### src/inc/spt_pkg.sv
// Package of constants and types for the single channel PWM timer.
package spt_pkg;

  // ----------------------------------------------------------------
  // Widths and rates
  // ----------------------------------------------------------------
  localparam int unsigned CNT_W       = 16;
  localparam int unsigned CLK_HZ      = 125_000_000;
  localparam int unsigned COUNT_HZ    = 20_000_000;
  localparam int unsigned ACC_W       = 32;

  // ----------------------------------------------------------------
  // Register byte offsets
  // ----------------------------------------------------------------
  localparam logic [7:0] OFS_CTRL     = 8'h00;
  localparam logic [7:0] OFS_PERIOD   = 8'h04;
  localparam logic [7:0] OFS_RISE     = 8'h08;
  localparam logic [7:0] OFS_FALL     = 8'h0c;
  localparam logic [7:0] OFS_COUNT    = 8'h10;
  localparam logic [7:0] OFS_STATUS   = 8'h14;
  localparam logic [7:0] OFS_MASK     = 8'h18;
  localparam logic [7:0] OFS_PIN      = 8'h1c;

  // ----------------------------------------------------------------
  // Field positions and reset values
  // ----------------------------------------------------------------
  localparam int unsigned CTRL_EN_BIT  = 0;
  localparam int unsigned EVT_PER_BIT  = 0;
  localparam int unsigned EVT_RISE_BIT = 1;
  localparam int unsigned EVT_FALL_BIT = 2;
  localparam int unsigned EVT_W        = 3;
  localparam logic [CNT_W-1:0] RST_PERIOD = 16'h0f9f;
  localparam logic [CNT_W-1:0] RST_RISE   = 16'h03e8;
  localparam logic [CNT_W-1:0] RST_FALL   = 16'h0bb8;
  localparam logic [EVT_W-1:0] RST_MASK   = 3'h0;

  // AXI response codes.
  localparam logic [1:0] RESP_OKAY   = 2'h0;
  localparam logic [1:0] RESP_SLVERR = 2'h2;

  // ----------------------------------------------------------------
  // Types
  // ----------------------------------------------------------------
  typedef struct packed {
    logic [CNT_W-1:0] period;
    logic [CNT_W-1:0] rise;
    logic [CNT_W-1:0] fall;
  } spt_cmp_t;

endpackage

### src/core/spt_timer.sv
// Single channel PWM timer with an AXI4-Lite register slave.
//
// Decided for this implementation: register access over AXI4-Lite and the address map.
`timescale 1ns/1ps
`default_nettype none

// Overview of operation
// Counter advances once per undivided count clock tick, each count one tick.
// Counter equal to period compare clears it to zero, starting next cycle.
// PWM period is period compare plus one count ticks.
// Counter equal to rise compare drives the PWM pin high.
// Counter equal to fall compare drives the PWM pin low.
// Pin starts low after setup, stays low until rise match; active high.
// High time is fall minus rise counts; wait equals rise counts.
// Each period match sets the period status bit; it raises the timer interrupt request only while its mask bit is set.
// Software keeps external trigger disabled; only compare matches steer counting.
// Software writes compare values directly; no buffered compare operation.
// Counter starts at zero, increments by one, counts only while enabled.
module spt_timer
  import spt_pkg::*;
#(
  parameter int unsigned CLK_RATE   = CLK_HZ,
  parameter int unsigned COUNT_RATE = COUNT_HZ
) (
  // Clock and reset
  input  wire logic        clock_i,
  input  wire logic        sys_rst_i,
  // AXI4-Lite write address and data
  input  wire logic        s_axi_awvalid,
  output logic             s_axi_awready,
  input  wire logic [7:0]  s_axi_awaddr,
  input  wire logic        s_axi_wvalid,
  output logic             s_axi_wready,
  input  wire logic [31:0] s_axi_wdata,
  input  wire logic [3:0]  s_axi_wstrb,
  // AXI4-Lite write response
  output logic             s_axi_bvalid,
  input  wire logic        s_axi_bready,
  output logic [1:0]       s_axi_bresp,
  // AXI4-Lite read
  input  wire logic        s_axi_arvalid,
  output logic             s_axi_arready,
  input  wire logic [7:0]  s_axi_araddr,
  output logic             s_axi_rvalid,
  input  wire logic        s_axi_rready,
  output logic [31:0]      s_axi_rdata,
  output logic [1:0]       s_axi_rresp,
  // Pin and interrupt
  output logic             pwm_out_pin_o,
  output logic             irq_o
);

  // ----------------------------------------------------------------
  // Helpers
  // ----------------------------------------------------------------
  function automatic logic mapped(input logic [7:0] a);
    mapped = (a[1:0] == 2'h0) && (a <= OFS_PIN);
  endfunction

  function automatic logic [CNT_W-1:0] merge(input logic [CNT_W-1:0] old,
                                             input logic [31:0]      nw,
                                             input logic [3:0]       be);
    logic [CNT_W-1:0] r;
    r = old;
    for (int i = 0; i < CNT_W / 8; i++) begin
      if (be[i]) begin
        r[i*8 +: 8] = nw[i*8 +: 8];
      end
    end
    merge = r;
  endfunction

  // ----------------------------------------------------------------
  // State
  // ----------------------------------------------------------------
  logic             enable_q;
  spt_cmp_t         cmp_q;
  logic [CNT_W-1:0] period_counter_q;
  logic [CNT_W-1:0] period_counter_d;
  logic [ACC_W-1:0] acc_q;
  logic             tick;
  logic             pin_q;
  logic [EVT_W-1:0] status_q;
  logic [EVT_W-1:0] mask_q;
  logic [EVT_W-1:0] evt;
  logic             per_match;
  logic             rise_match;
  logic             fall_match;

  logic             aw_held_q;
  logic [7:0]       aw_addr_q;
  logic             w_held_q;
  logic [31:0]      w_data_q;
  logic [3:0]       w_strb_q;
  logic             bvalid_q;
  logic [1:0]       bresp_q;
  logic             rvalid_q;
  logic [31:0]      rdata_q;
  logic [1:0]       rresp_q;
  logic             wr_do;
  logic             rd_do;
  logic             stat_rd;
  logic [31:0]      rd_word;

  // ----------------------------------------------------------------
  // Count clock divider
  // ----------------------------------------------------------------
  // A phase accumulator gives an average count rate of exactly COUNT_RATE
  // even though the system clock is not an integer multiple of it.
  always_ff @(posedge clock_i) begin
    if (sys_rst_i) begin
      acc_q <= '0;
    end else if (acc_q + ACC_W'(COUNT_RATE) >= ACC_W'(CLK_RATE)) begin
      acc_q <= acc_q + ACC_W'(COUNT_RATE) - ACC_W'(CLK_RATE);
    end else begin
      acc_q <= acc_q + ACC_W'(COUNT_RATE);
    end
  end

  assign tick = (acc_q + ACC_W'(COUNT_RATE) >= ACC_W'(CLK_RATE));

  // ----------------------------------------------------------------
  // Period counter
  // ----------------------------------------------------------------
  assign per_match  = enable_q && tick && (period_counter_q == cmp_q.period);
  assign rise_match = enable_q && tick && (period_counter_q == cmp_q.rise);
  assign fall_match = enable_q && tick && (period_counter_q == cmp_q.fall);

  always_comb begin
    period_counter_d = period_counter_q;
    if (!enable_q) begin
      period_counter_d = '0;
    end else if (per_match) begin
      period_counter_d = '0;
    end else if (tick) begin
      period_counter_d = period_counter_q + CNT_W'(1);
    end
  end

  always_ff @(posedge clock_i) begin
    if (sys_rst_i) begin
      period_counter_q <= '0;
    end else begin
      period_counter_q <= period_counter_d;
    end
  end

  // ----------------------------------------------------------------
  // PWM output
  // ----------------------------------------------------------------
  // A fall match wins over a rise match at the same count, so equal
  // compare values give a pin that stays low.
  always_ff @(posedge clock_i) begin
    if (sys_rst_i) begin
      pin_q <= 1'b0;
    end else if (!enable_q) begin
      pin_q <= 1'b0;
    end else if (fall_match) begin
      pin_q <= 1'b0;
    end else if (rise_match) begin
      pin_q <= 1'b1;
    end
  end

  assign pwm_out_pin_o = pin_q;

  // ----------------------------------------------------------------
  // Interrupt status
  // ----------------------------------------------------------------
  assign evt = {fall_match, rise_match, per_match};

  // A new event in the cycle of the clearing read survives the clear.
  always_ff @(posedge clock_i) begin
    if (sys_rst_i) begin
      status_q <= '0;
    end else begin
      status_q <= (stat_rd ? '0 : status_q) | evt;
    end
  end

  assign irq_o = |(status_q & mask_q);

  // ----------------------------------------------------------------
  // Register writes
  // ----------------------------------------------------------------
  always_ff @(posedge clock_i) begin
    if (sys_rst_i) begin
      aw_held_q <= 1'b0;
      aw_addr_q <= '0;
    end else if (s_axi_awvalid && s_axi_awready) begin
      aw_held_q <= 1'b1;
      aw_addr_q <= s_axi_awaddr;
    end else if (wr_do) begin
      aw_held_q <= 1'b0;
    end
  end

  always_ff @(posedge clock_i) begin
    if (sys_rst_i) begin
      w_held_q <= 1'b0;
      w_data_q <= '0;
      w_strb_q <= '0;
    end else if (s_axi_wvalid && s_axi_wready) begin
      w_held_q <= 1'b1;
      w_data_q <= s_axi_wdata;
      w_strb_q <= s_axi_wstrb;
    end else if (wr_do) begin
      w_held_q <= 1'b0;
    end
  end

  assign s_axi_awready = !aw_held_q && !bvalid_q;
  assign s_axi_wready  = !w_held_q && !bvalid_q;
  assign wr_do         = aw_held_q && w_held_q && !bvalid_q;

  // Compare values land straight in the active registers and take effect
  // at the next count; software must avoid writing mid-cycle if it needs
  // glitch-free periods.
  always_ff @(posedge clock_i) begin
    if (sys_rst_i) begin
      enable_q   <= 1'b0;
      cmp_q      <= '{period: RST_PERIOD, rise: RST_RISE, fall: RST_FALL};
      mask_q     <= RST_MASK;
    end else if (wr_do) begin
      case (aw_addr_q)
        OFS_CTRL: begin
          enable_q <= w_strb_q[0] ? w_data_q[CTRL_EN_BIT] : enable_q;
        end
        OFS_PERIOD: begin
          cmp_q.period <= merge(cmp_q.period, w_data_q, w_strb_q);
        end
        OFS_RISE: begin
          cmp_q.rise <= merge(cmp_q.rise, w_data_q, w_strb_q);
        end
        OFS_FALL: begin
          cmp_q.fall <= merge(cmp_q.fall, w_data_q, w_strb_q);
        end
        OFS_MASK: begin
          mask_q <= w_strb_q[0] ? w_data_q[EVT_W-1:0] : mask_q;
        end
        default: begin
        end
      endcase
    end
  end

  always_ff @(posedge clock_i) begin
    if (sys_rst_i) begin
      bvalid_q <= 1'b0;
      bresp_q  <= RESP_OKAY;
    end else if (wr_do) begin
      bvalid_q <= 1'b1;
      bresp_q  <= mapped(aw_addr_q) ? RESP_OKAY : RESP_SLVERR;
    end else if (s_axi_bready) begin
      bvalid_q <= 1'b0;
    end
  end

  assign s_axi_bvalid = bvalid_q;
  assign s_axi_bresp  = bresp_q;

  // ----------------------------------------------------------------
  // Register reads
  // ----------------------------------------------------------------
  assign s_axi_arready = !rvalid_q;
  assign rd_do         = s_axi_arvalid && s_axi_arready;
  assign stat_rd       = rd_do && (s_axi_araddr == OFS_STATUS);

  always_comb begin
    rd_word = '0;
    case (s_axi_araddr)
      OFS_CTRL:   rd_word = {31'h0, enable_q};
      OFS_PERIOD: rd_word = {16'h0, cmp_q.period};
      OFS_RISE:   rd_word = {16'h0, cmp_q.rise};
      OFS_FALL:   rd_word = {16'h0, cmp_q.fall};
      OFS_COUNT:  rd_word = {16'h0, period_counter_q};
      OFS_STATUS: rd_word = {29'h0, status_q};
      OFS_MASK:   rd_word = {29'h0, mask_q};
      OFS_PIN:    rd_word = {31'h0, pin_q};
      default:    rd_word = '0;
    endcase
  end

  always_ff @(posedge clock_i) begin
    if (sys_rst_i) begin
      rvalid_q <= 1'b0;
      rdata_q  <= '0;
      rresp_q  <= RESP_OKAY;
    end else if (rd_do) begin
      rvalid_q <= 1'b1;
      rdata_q  <= rd_word;
      rresp_q  <= mapped(s_axi_araddr) ? RESP_OKAY : RESP_SLVERR;
    end else if (s_axi_rready) begin
      rvalid_q <= 1'b0;
    end
  end

  assign s_axi_rvalid = rvalid_q;
  assign s_axi_rdata  = rdata_q;
  assign s_axi_rresp  = rresp_q;

  // ----------------------------------------------------------------
  // Checks
  // ----------------------------------------------------------------
  int unsigned gap_q;

  // Cycles since the last count tick, to bound the divider.
  always_ff @(posedge clock_i) begin
    if (sys_rst_i || tick) begin
      gap_q <= 0;
    end else begin
      gap_q <= gap_q + 1;
    end
  end

  chk_tick_spacing: assert property (@(posedge clock_i) disable iff (sys_rst_i)
    gap_q < (CLK_RATE + COUNT_RATE - 1) / COUNT_RATE)
    else $error("count tick came too late");

  chk_period_wrap: assert property (@(posedge clock_i) disable iff (sys_rst_i)
    per_match |=> (period_counter_q == '0))
    else $error("counter not cleared on period match");

  chk_count_bound: assert property (@(posedge clock_i) disable iff (sys_rst_i)
    enable_q && !wr_do && (period_counter_q <= cmp_q.period)
    |=> (period_counter_q <= cmp_q.period))
    else $error("counter passed the period value");

  chk_rise_high: assert property (@(posedge clock_i) disable iff (sys_rst_i)
    rise_match && !fall_match |=> pwm_out_pin_o)
    else $error("pin not high after rise match");

  chk_fall_low: assert property (@(posedge clock_i) disable iff (sys_rst_i)
    fall_match |=> !pwm_out_pin_o)
    else $error("pin not low after fall match");

  chk_idle_low: assert property (@(posedge clock_i) disable iff (sys_rst_i)
    !enable_q |=> !pwm_out_pin_o && (period_counter_q == '0))
    else $error("pin or counter active while disabled");

  chk_pin_cause: assert property (@(posedge clock_i) disable iff (sys_rst_i)
    $rose(pwm_out_pin_o) |-> $past(rise_match))
    else $error("pin rose without rise match");

  chk_irq_set: assert property (@(posedge clock_i) disable iff (sys_rst_i)
    per_match && mask_q[EVT_PER_BIT] && !wr_do |=> irq_o && status_q[EVT_PER_BIT])
    else $error("period match did not raise interrupt");

  chk_count_step: assert property (@(posedge clock_i) disable iff (sys_rst_i)
    enable_q && tick && !per_match |=> period_counter_q == $past(period_counter_q) + 16'h1)
    else $error("counter did not step by one");

  chk_hold_notick: assert property (@(posedge clock_i) disable iff (sys_rst_i)
    enable_q && !tick && !wr_do |=> $stable(period_counter_q))
    else $error("counter moved without tick");

  cov_pwm_cycle: cover property (@(posedge clock_i) disable iff (sys_rst_i)
    rise_match ##[1:1000] fall_match);

  cov_irq: cover property (@(posedge clock_i) disable iff (sys_rst_i) $rose(irq_o));

  cov_status_read: cover property (@(posedge clock_i) disable iff (sys_rst_i)
    stat_rd && (status_q != '0));

  cov_slverr: cover property (@(posedge clock_i) disable iff (sys_rst_i)
    s_axi_rvalid && (s_axi_rresp == RESP_SLVERR));

endmodule

`default_nettype wire

### config.mk
export PLATFORM = sky130hd
export DESIGN_NAME = spt_timer
export DESIGN_NICKNAME = d
export VERILOG_FILES = /design/src/inc/spt_pkg.sv /design/src/core/spt_timer.sv
export SDC_FILE = /design/constraint.sdc
export NUM_CORES = 1
export LEC_CHECK = 0
export BUFFER_PORTS_ARGS = -buffer_cell sky130_fd_sc_hd__buf_2
export CORE_ASPECT_RATIO = 0.9
export CORE_MARGIN = 2
export CORE_UTILIZATION = 48
export DETAILED_ROUTE_END_ITERATION = 8
export GPL_TIMING_DRIVEN = 0
export PLACE_DENSITY = 0.68
export SLEW_MARGIN = 20
export SYNTH_ARGS = -nofsm -noshare
export SYNTH_HDL_FRONTEND = slang
export SYNTH_SLANG_ARGS = --single-unit
### constraint.sdc
create_clock -name clock_i -period 9.47 [get_ports clock_i]
set_clock_uncertainty 0.05 [all_clocks]
set_input_delay 1.894 -clock clock_i [delete_from_list [all_inputs] [get_ports clock_i]]
set_output_delay 1.894 -clock clock_i [all_outputs]
set_load 0.1 [all_outputs]
# [After elaboration in Yosys (flattened, before gate mapping)]
# Cells that the tools add are included.
[op_classes] bitwise_logic=3 n_lt_le_gt_ge=3 muxes=12 eq_ne=14 n_reduce_logical=37 add_sub_neg=3
[ops] operator="16-bit case mux with 8 select lines" count=1
[ops] operator="16-bit equality test" count=3
[ops] operator="8-bit by 5-bit equality test with 1-bit output, second input constant" count=5
[ops] operator="32-bit by 25-bit adder with 32-bit output, second input constant" count=1
[ops] operator="8-bit by 4-bit equality test with 1-bit output, second input constant" count=4
[ops] operator="32-bit by 27-bit >= comparator with 1-bit output, second input constant" count=1
[ops] operator="32-bit 2-to-1 mux" count=1
[ops] operator="32-bit by 27-bit subtractor with 32-bit output, second input constant" count=1
[ops] operator="3-bit AND reduction" count=8
[ops] operator="16-bit by 1-bit adder with 16-bit output, second input constant" count=1
[ops] operator="8-bit by 3-bit equality test with 1-bit output, second input constant" count=2
[ops] operator="8-bit by 5-bit <= comparator with 1-bit output, second input constant" count=2
[ops] operator="8-bit logical NOT" count=2
[ops] operator="1-bit logical AND" count=14
[ops] operator="3-bit OR reduction" count=3
[ops] operator="2-bit nonzero test" count=4
[ops] operator="1-bit 2-to-1 mux" count=7
[ops] operator="1-bit logical NOT" count=4
[ops] operator="2-bit logical NOT" count=2
[ops] operator="2-bit 2-to-1 mux" count=2
[ops] operator="3-bit bitwise AND" count=1
[ops] operator="3-bit 2-to-1 mux" count=1
[ops] operator="3-bit OR" count=1
[ops] operator="1-bit NOT" count=1
[totals] register_bits=170 elab_cells=94 input_bits=59 out_inout_bits=43

# [Depth between registers and ports, before layout]
[logic_depth] word_depth=5 ltp_mapped=12 mapped_depth_nobuf=10

# [Worst setup path before layout]
# No wires, ideal clock.
[synth_path] path_type="register to output" from="register bvalid_q, in the netlist s_axi_bvalid" to="output s_axi_awready" n_path_buf=0 t_arrival_ns=2.134 stages_incl_launch_ff=2 required_time_ns=7.526 setup_slack_ns=5.392 path_cell_list="dfxtp_1 -> nor2_1"
[synth_via] elab_chain_len=2
[synth_rtl] item="from (decl)" line_no="spt_timer.sv:95" source="logic bvalid_q;"
[synth_rtl] item="from (signal assigned)" line_no="spt_timer.sv:249" source="bvalid_q <= 1'b0;"
[synth_rtl] item="from (signal assigned)" line_no="spt_timer.sv:252" source="bvalid_q <= 1'b1;"
[synth_rtl] item="from (signal assigned)" line_no="spt_timer.sv:255" source="bvalid_q <= 1'b0;"
[synth_rtl] item="1-bit logical NOT" line_no="spt_timer.sv:212" source="assign s_axi_awready = !aw_held_q && !bvalid_q;"
[synth_rtl] item="1-bit logical AND" line_no="spt_timer.sv:212"
[synth_rtl] item="to (decl)" line_no="spt_timer.sv:30" source="output logic s_axi_awready,"
# Every way passes these cells.

# [Final worst setup path]
[layout_path] from="register acc_q[8]" to="register acc_q[13]"
[layout_via] elab_chain_len=3 elab_cells_between_ends=4 cone_classes="2 x add/sub; 1 x order compare; 1 x mux"
[layout_rtl] item="from (decl)" line_no="spt_timer.sv:80" source="logic [ACC_W-1:0] acc_q;"
[layout_rtl] item="from (signal assigned)" line_no="spt_timer.sv:114" source="acc_q <= acc_q + ACC_W'(COUNT_RATE) - ACC_W'(CLK_RATE);"
[layout_rtl] item="from (signal assigned)" line_no="spt_timer.sv:116" source="acc_q <= acc_q + ACC_W'(COUNT_RATE);"
[layout_rtl] item="32-bit by 25-bit adder with 32-bit output (*)" line_no="spt_timer.sv:113, spt_timer.sv:114, spt_timer.sv:116"
[layout_rtl] item="32-bit by 27-bit subtractor with 32-bit output or 32-bit by 27-bit >= comparator with 1-bit output (tied branches)" line_no="spt_timer.sv:114, spt_timer.sv:113"
[layout_rtl] item="32-bit 2-to-1 mux (*)" line_no="spt_timer.sv:113" source="end else if (acc_q + ACC_W'(COUNT_RATE) >= ACC_W'(CLK_RATE)) begin"
# Mark *: on every way between the ends. The rest lies on a longest branch, timed or not.
# A chain may end at the register's enable or synchronous reset.

==> impl_results.md <==
* Kind of critical path: reg2reg
* Sequential area share after synthesis at 36.60%
* Post-synthesis sequential element count at 146
* Final-layout fill cell count at 1559
* Launch instance of the worst min-delay path: aw_addr_q[7]
* Power per cell area at 253.0 mW/mm^2
* Post-synthesis cell count at 969
* Cell leakage power at 0.003569 uW
* Core box area at 0.01619 mm^2
* Global-route wire length before repair at 36460 um
* Final routed wirelength across all metal layers at 22760 um
* Nature of the critical path endpoint: register
* Share of the synthesized area in the top cell type at 36.60%
* F_max at 229.6 MHz
* Setup violation total in the final timing report at 0
* Die area at 0.01768 mm^2
* Failing checks: DRC
* Antenna violations before repair at 0
* Worst EP required at 9780 ps
* Root buffer selected by CTS: sky130_fd_sc_hd__clkbuf_16
* Maximum number of pins on one net before global-route repair at 17
* Sw Pwr at 967.5 uW
* Final hold viol count at 0
* Area added between synthesis and finish at 15.25%
* Dominant synthesized flop cell: sky130_fd_sc_hd__dfxtp_1
* Number of enable-type register cells in the synthesized netlist at 0
* Net total in the final layout at 1133
* Routability congestion estimate at 0.8933
* Number of routed nets with antenna violations at 0
* Io pins at 102
* Status: finished with violations
* TritonCTS clock tree: done
* Via total after detailed routing at 7472
* Detail-routed net length per standard cell at 17.66 um
* Cell taking the most area after synthesis: sky130_fd_sc_hd__dfxtp_1
* Final critical-path share of the clock period at 45.99%
* Antenna Cells at 0
* Critical Path Fanout Max at 10
* Die height at 126.4 um
* Slew at the pin closest to its max-slew limit at 1003 ps
* Floorplan row count at 44
* Overall global routing resource usage at 25.98%
* Number of design rule violations left after detail routing at 2
* Number of global-route vias before repair at 6827
* IR drop worst, VDD at 0.0001519 V
* Power Internal at 1361 uW
* Max-slew headroom at 32.70%
* IO Port Bufs at 64
* Clock sink total at 146
* MaxCap Viol Count at 0
* Arr. time, crit path at 4660 ps
* Fraction of final layout cells sized beyond drive strength 1 at 13.40%
* Unrepaired setup endpoints after global routing: no
* TritonCTS buffer count at 17
* Die X at 140.0 um
* Kind of start point of the critical path: register
* Critical path origin: acc_q[8]
* Detailed Place HPWL at 17150 um
* Dominant cells by area after synthesis: sky130_fd_sc_hd__dfxtp_1 (37%), sky130_fd_sc_hd__mux2i_1 (7.1%), sky130_fd_sc_hd__xnor2_1 (6.5%)
* Number of optimization iterations in the first detailed-route pass at 9
* Clock insertion delay at the later pin of the skew report at 430 ps
* Quantity of gates resized following cts at 0
* Average instance area after synthesis at 8.241 um^2
* Post-synthesis instance area at 0.007985 mm^2
* Total negative slack for setup checks at 0 ps
* Min cycle time layout at 4355 ps
* Max-slew violation count at 0
* Hold/Removal Path Class: reg2reg
* Clock network power share at 28.2%
* Aggregate global routing overflow at 0
* Post-CTS Hold Buffers at 0
* Sequential share of power at 31.2%
* Number of H-tree branching levels at 4
* Iter 0 DRT Violations at 644
* Maximum buffer depth of the clock tree at 2
* Synth async-reset ratio at 0%
* Proportion of power drawn by combinational gates at 40.6%
* Switching portion of total power at 41.56%
* Fin util at 56.86%
* Setup fix buffers added after clock tree synthesis at 0
* Clock Pin Slew Worst Setup and Hold Paths at 70 ps
* Starting density of the core at 49.34%
* Startpoint of the lowest-slack register-to-register path: acc_q[8]
* Number of distinct library cell variants in the gate-level netlist after synthesis at 75
* Register-to-Register Setup Slack at 5120 ps
* Count of synthesis-stage warnings from yosys at 0
* Number of vias per cell at 5.797
[critical path: stages, from the launching register on]
cell	delay [ps]
sky130_fd_sc_hd__dfxtp_1	400
sky130_fd_sc_hd__ha_1	330
sky130_fd_sc_hd__nor4_2	600
sky130_fd_sc_hd__nor4_1	130
sky130_fd_sc_hd__a311oi_1	850
sky130_fd_sc_hd__nor4_1	240
sky130_fd_sc_hd__a41oi_1	520
sky130_fd_sc_hd__o311a_4	360
sky130_fd_sc_hd__clkbuf_1	460
sky130_fd_sc_hd__o21ai_0	170
sky130_fd_sc_hd__a21oi_1	170
[power groups by stage]
stage / sequential, uW / combinational (uW) / clock [uW]
3_5_place_dp: 737 / 920 / 0
4_1_cts: 724 / 927 / 663
5_1_grt: 735 / 1030 / 694
2_1_floorplan: 760 / 682 / 0
3_3_place_gp: 736 / 912 / 0
6_report: 726 / 946 / 657
[placed cells by master (no fill, tap or decap), types with 5 or more instances in the layout]
cell type / count
sky130_fd_sc_hd__a21o_1: 6
sky130_fd_sc_hd__o21a_1: 5
sky130_fd_sc_hd__or4_1: 11
sky130_fd_sc_hd__xnor2_1: 59
sky130_fd_sc_hd__nor2_1: 76
sky130_fd_sc_hd__o31ai_1: 11
sky130_fd_sc_hd__or3_1: 15
sky130_fd_sc_hd__nor2b_1: 6
sky130_fd_sc_hd__a22oi_1: 27
sky130_fd_sc_hd__inv_6: 5
sky130_fd_sc_hd__xor2_1: 8
sky130_fd_sc_hd__clkbuf_1: 55
sky130_fd_sc_hd__nand4_1: 27
sky130_fd_sc_hd__and3_1: 7
sky130_fd_sc_hd__nand2_1: 119
sky130_fd_sc_hd__nor3b_1: 5
sky130_fd_sc_hd__a32oi_1: 7
sky130_fd_sc_hd__nor3_1: 21
sky130_fd_sc_hd__ha_1: 5
sky130_fd_sc_hd__clkbuf_16: 17
sky130_fd_sc_hd__o21ai_0: 39
sky130_fd_sc_hd__and2_1: 10
sky130_fd_sc_hd__conb_1: 18
sky130_fd_sc_hd__o211ai_1: 8
sky130_fd_sc_hd__a211oi_1: 7
sky130_fd_sc_hd__a31oi_1: 17
sky130_fd_sc_hd__mux2i_1: 57
sky130_fd_sc_hd__nor4_1: 7
sky130_fd_sc_hd__inv_1: 16
sky130_fd_sc_hd__a21oi_1: 70
sky130_fd_sc_hd__dfxtp_1: 146
sky130_fd_sc_hd__buf_4: 19
sky130_fd_sc_hd__nand2b_1: 6
sky130_fd_sc_hd__buf_2: 74
sky130_fd_sc_hd__nand3_1: 18
[flip-flops by register name, indices dropped and copies added, names as in the netlist]
name              flops
w_held_q              1
period_counter_q     16
mask_q                3
s_axi_bresp           1
s_axi_rvalid          1
cmp_q                48
acc_q                26
enable_q              1
aw_held_q             1
pwm_out_pin_o         1
s_axi_rresp           1
aw_addr_q             8
w_strb_q              2
status_q              3
w_data_q             16
s_axi_bvalid          1
s_axi_rdata          16
[path summary, 6_finish.rpt]
| check | endpoint | cells after the start |
|---|---|---|
| max | acc_q[13] | 10 |
| min reg2reg | aw_addr_q[7] | 2 |
| max reg2reg | acc_q[13] | 10 |
| min | aw_addr_q[7] | 2 |
[synth_stat cells (all sizes together), types with 7 or more instances]
cell type	n
a21oi	71
nor4	9
clkbuf	53
mux2i	57
o211ai	8
xnor2	59
o21ai	41
nand4	27
and3	7
xor2	8
o31ai	11
a211oi	8
or4	11
nor3	23
nor2	76
buf	34
inv	16
a22oi	27
a32oi	7
dfxtp	146
or3	15
nand3	18
nand2	119
a31oi	17
and2	10
[metrics by stage]
step | hold WS, ps | power [uW] | instances | setup slack (ps) | instance area (um^2)
2_1_floorplan | 382.0 | 1441 | 986 | 5392 | 8049
3_3_place_gp | 394.3 | 1648 | 1257 | 5295 | 8628
3_5_place_dp | 400.0 | 1657 | 1257 | 5296 | 8633
4_1_cts | 410.6 | 2315 | 1289 | 5288 | 9203
5_1_grt | 425.4 | 2462 | 1289 | 4907 | 9203
6_report | 409.4 | 2328 | 1289 | 5115 | 9203
[cell families (layout without fill, tap and decap cells)]
logic type               Yosys count  count (layout)  synth area share (%)
buffers and inverters            103             199                 5.986
AO/OA/AOI/OAI                    241             241                 20.40
other                              1              18               0.04696
flip-flops                       146             146                 36.60
XOR/XNOR                          67              67                 7.349
multiplexers                      59              59                 7.568
AND/OR/NAND/NOR                  347             347                 21.26
adder cells (fa/ha/maj)            5               5                0.7835
[routing by layer]
metal	wire [um]	GRT usage, %
met4	326	7.294
met3	1560	5.965
met2	9710	38.22
met5	0	0
met1	11170	38.20
[cell type report]
type	instances	area [um^2]	area share, %
flip-flops and latches	146	2923	31.76
multi-input cells	737	4653	50.56
plain buffers	87	417.9	4.541
well taps	207	259.0	2.814
inverters	16	60.06	0.6526
repair buffers	64	320.3	3.481
clock inverters	12	122.6	1.332
clock buffers	20	446.7	4.854
Note: power is estimated with default switching activity, not from simulation.
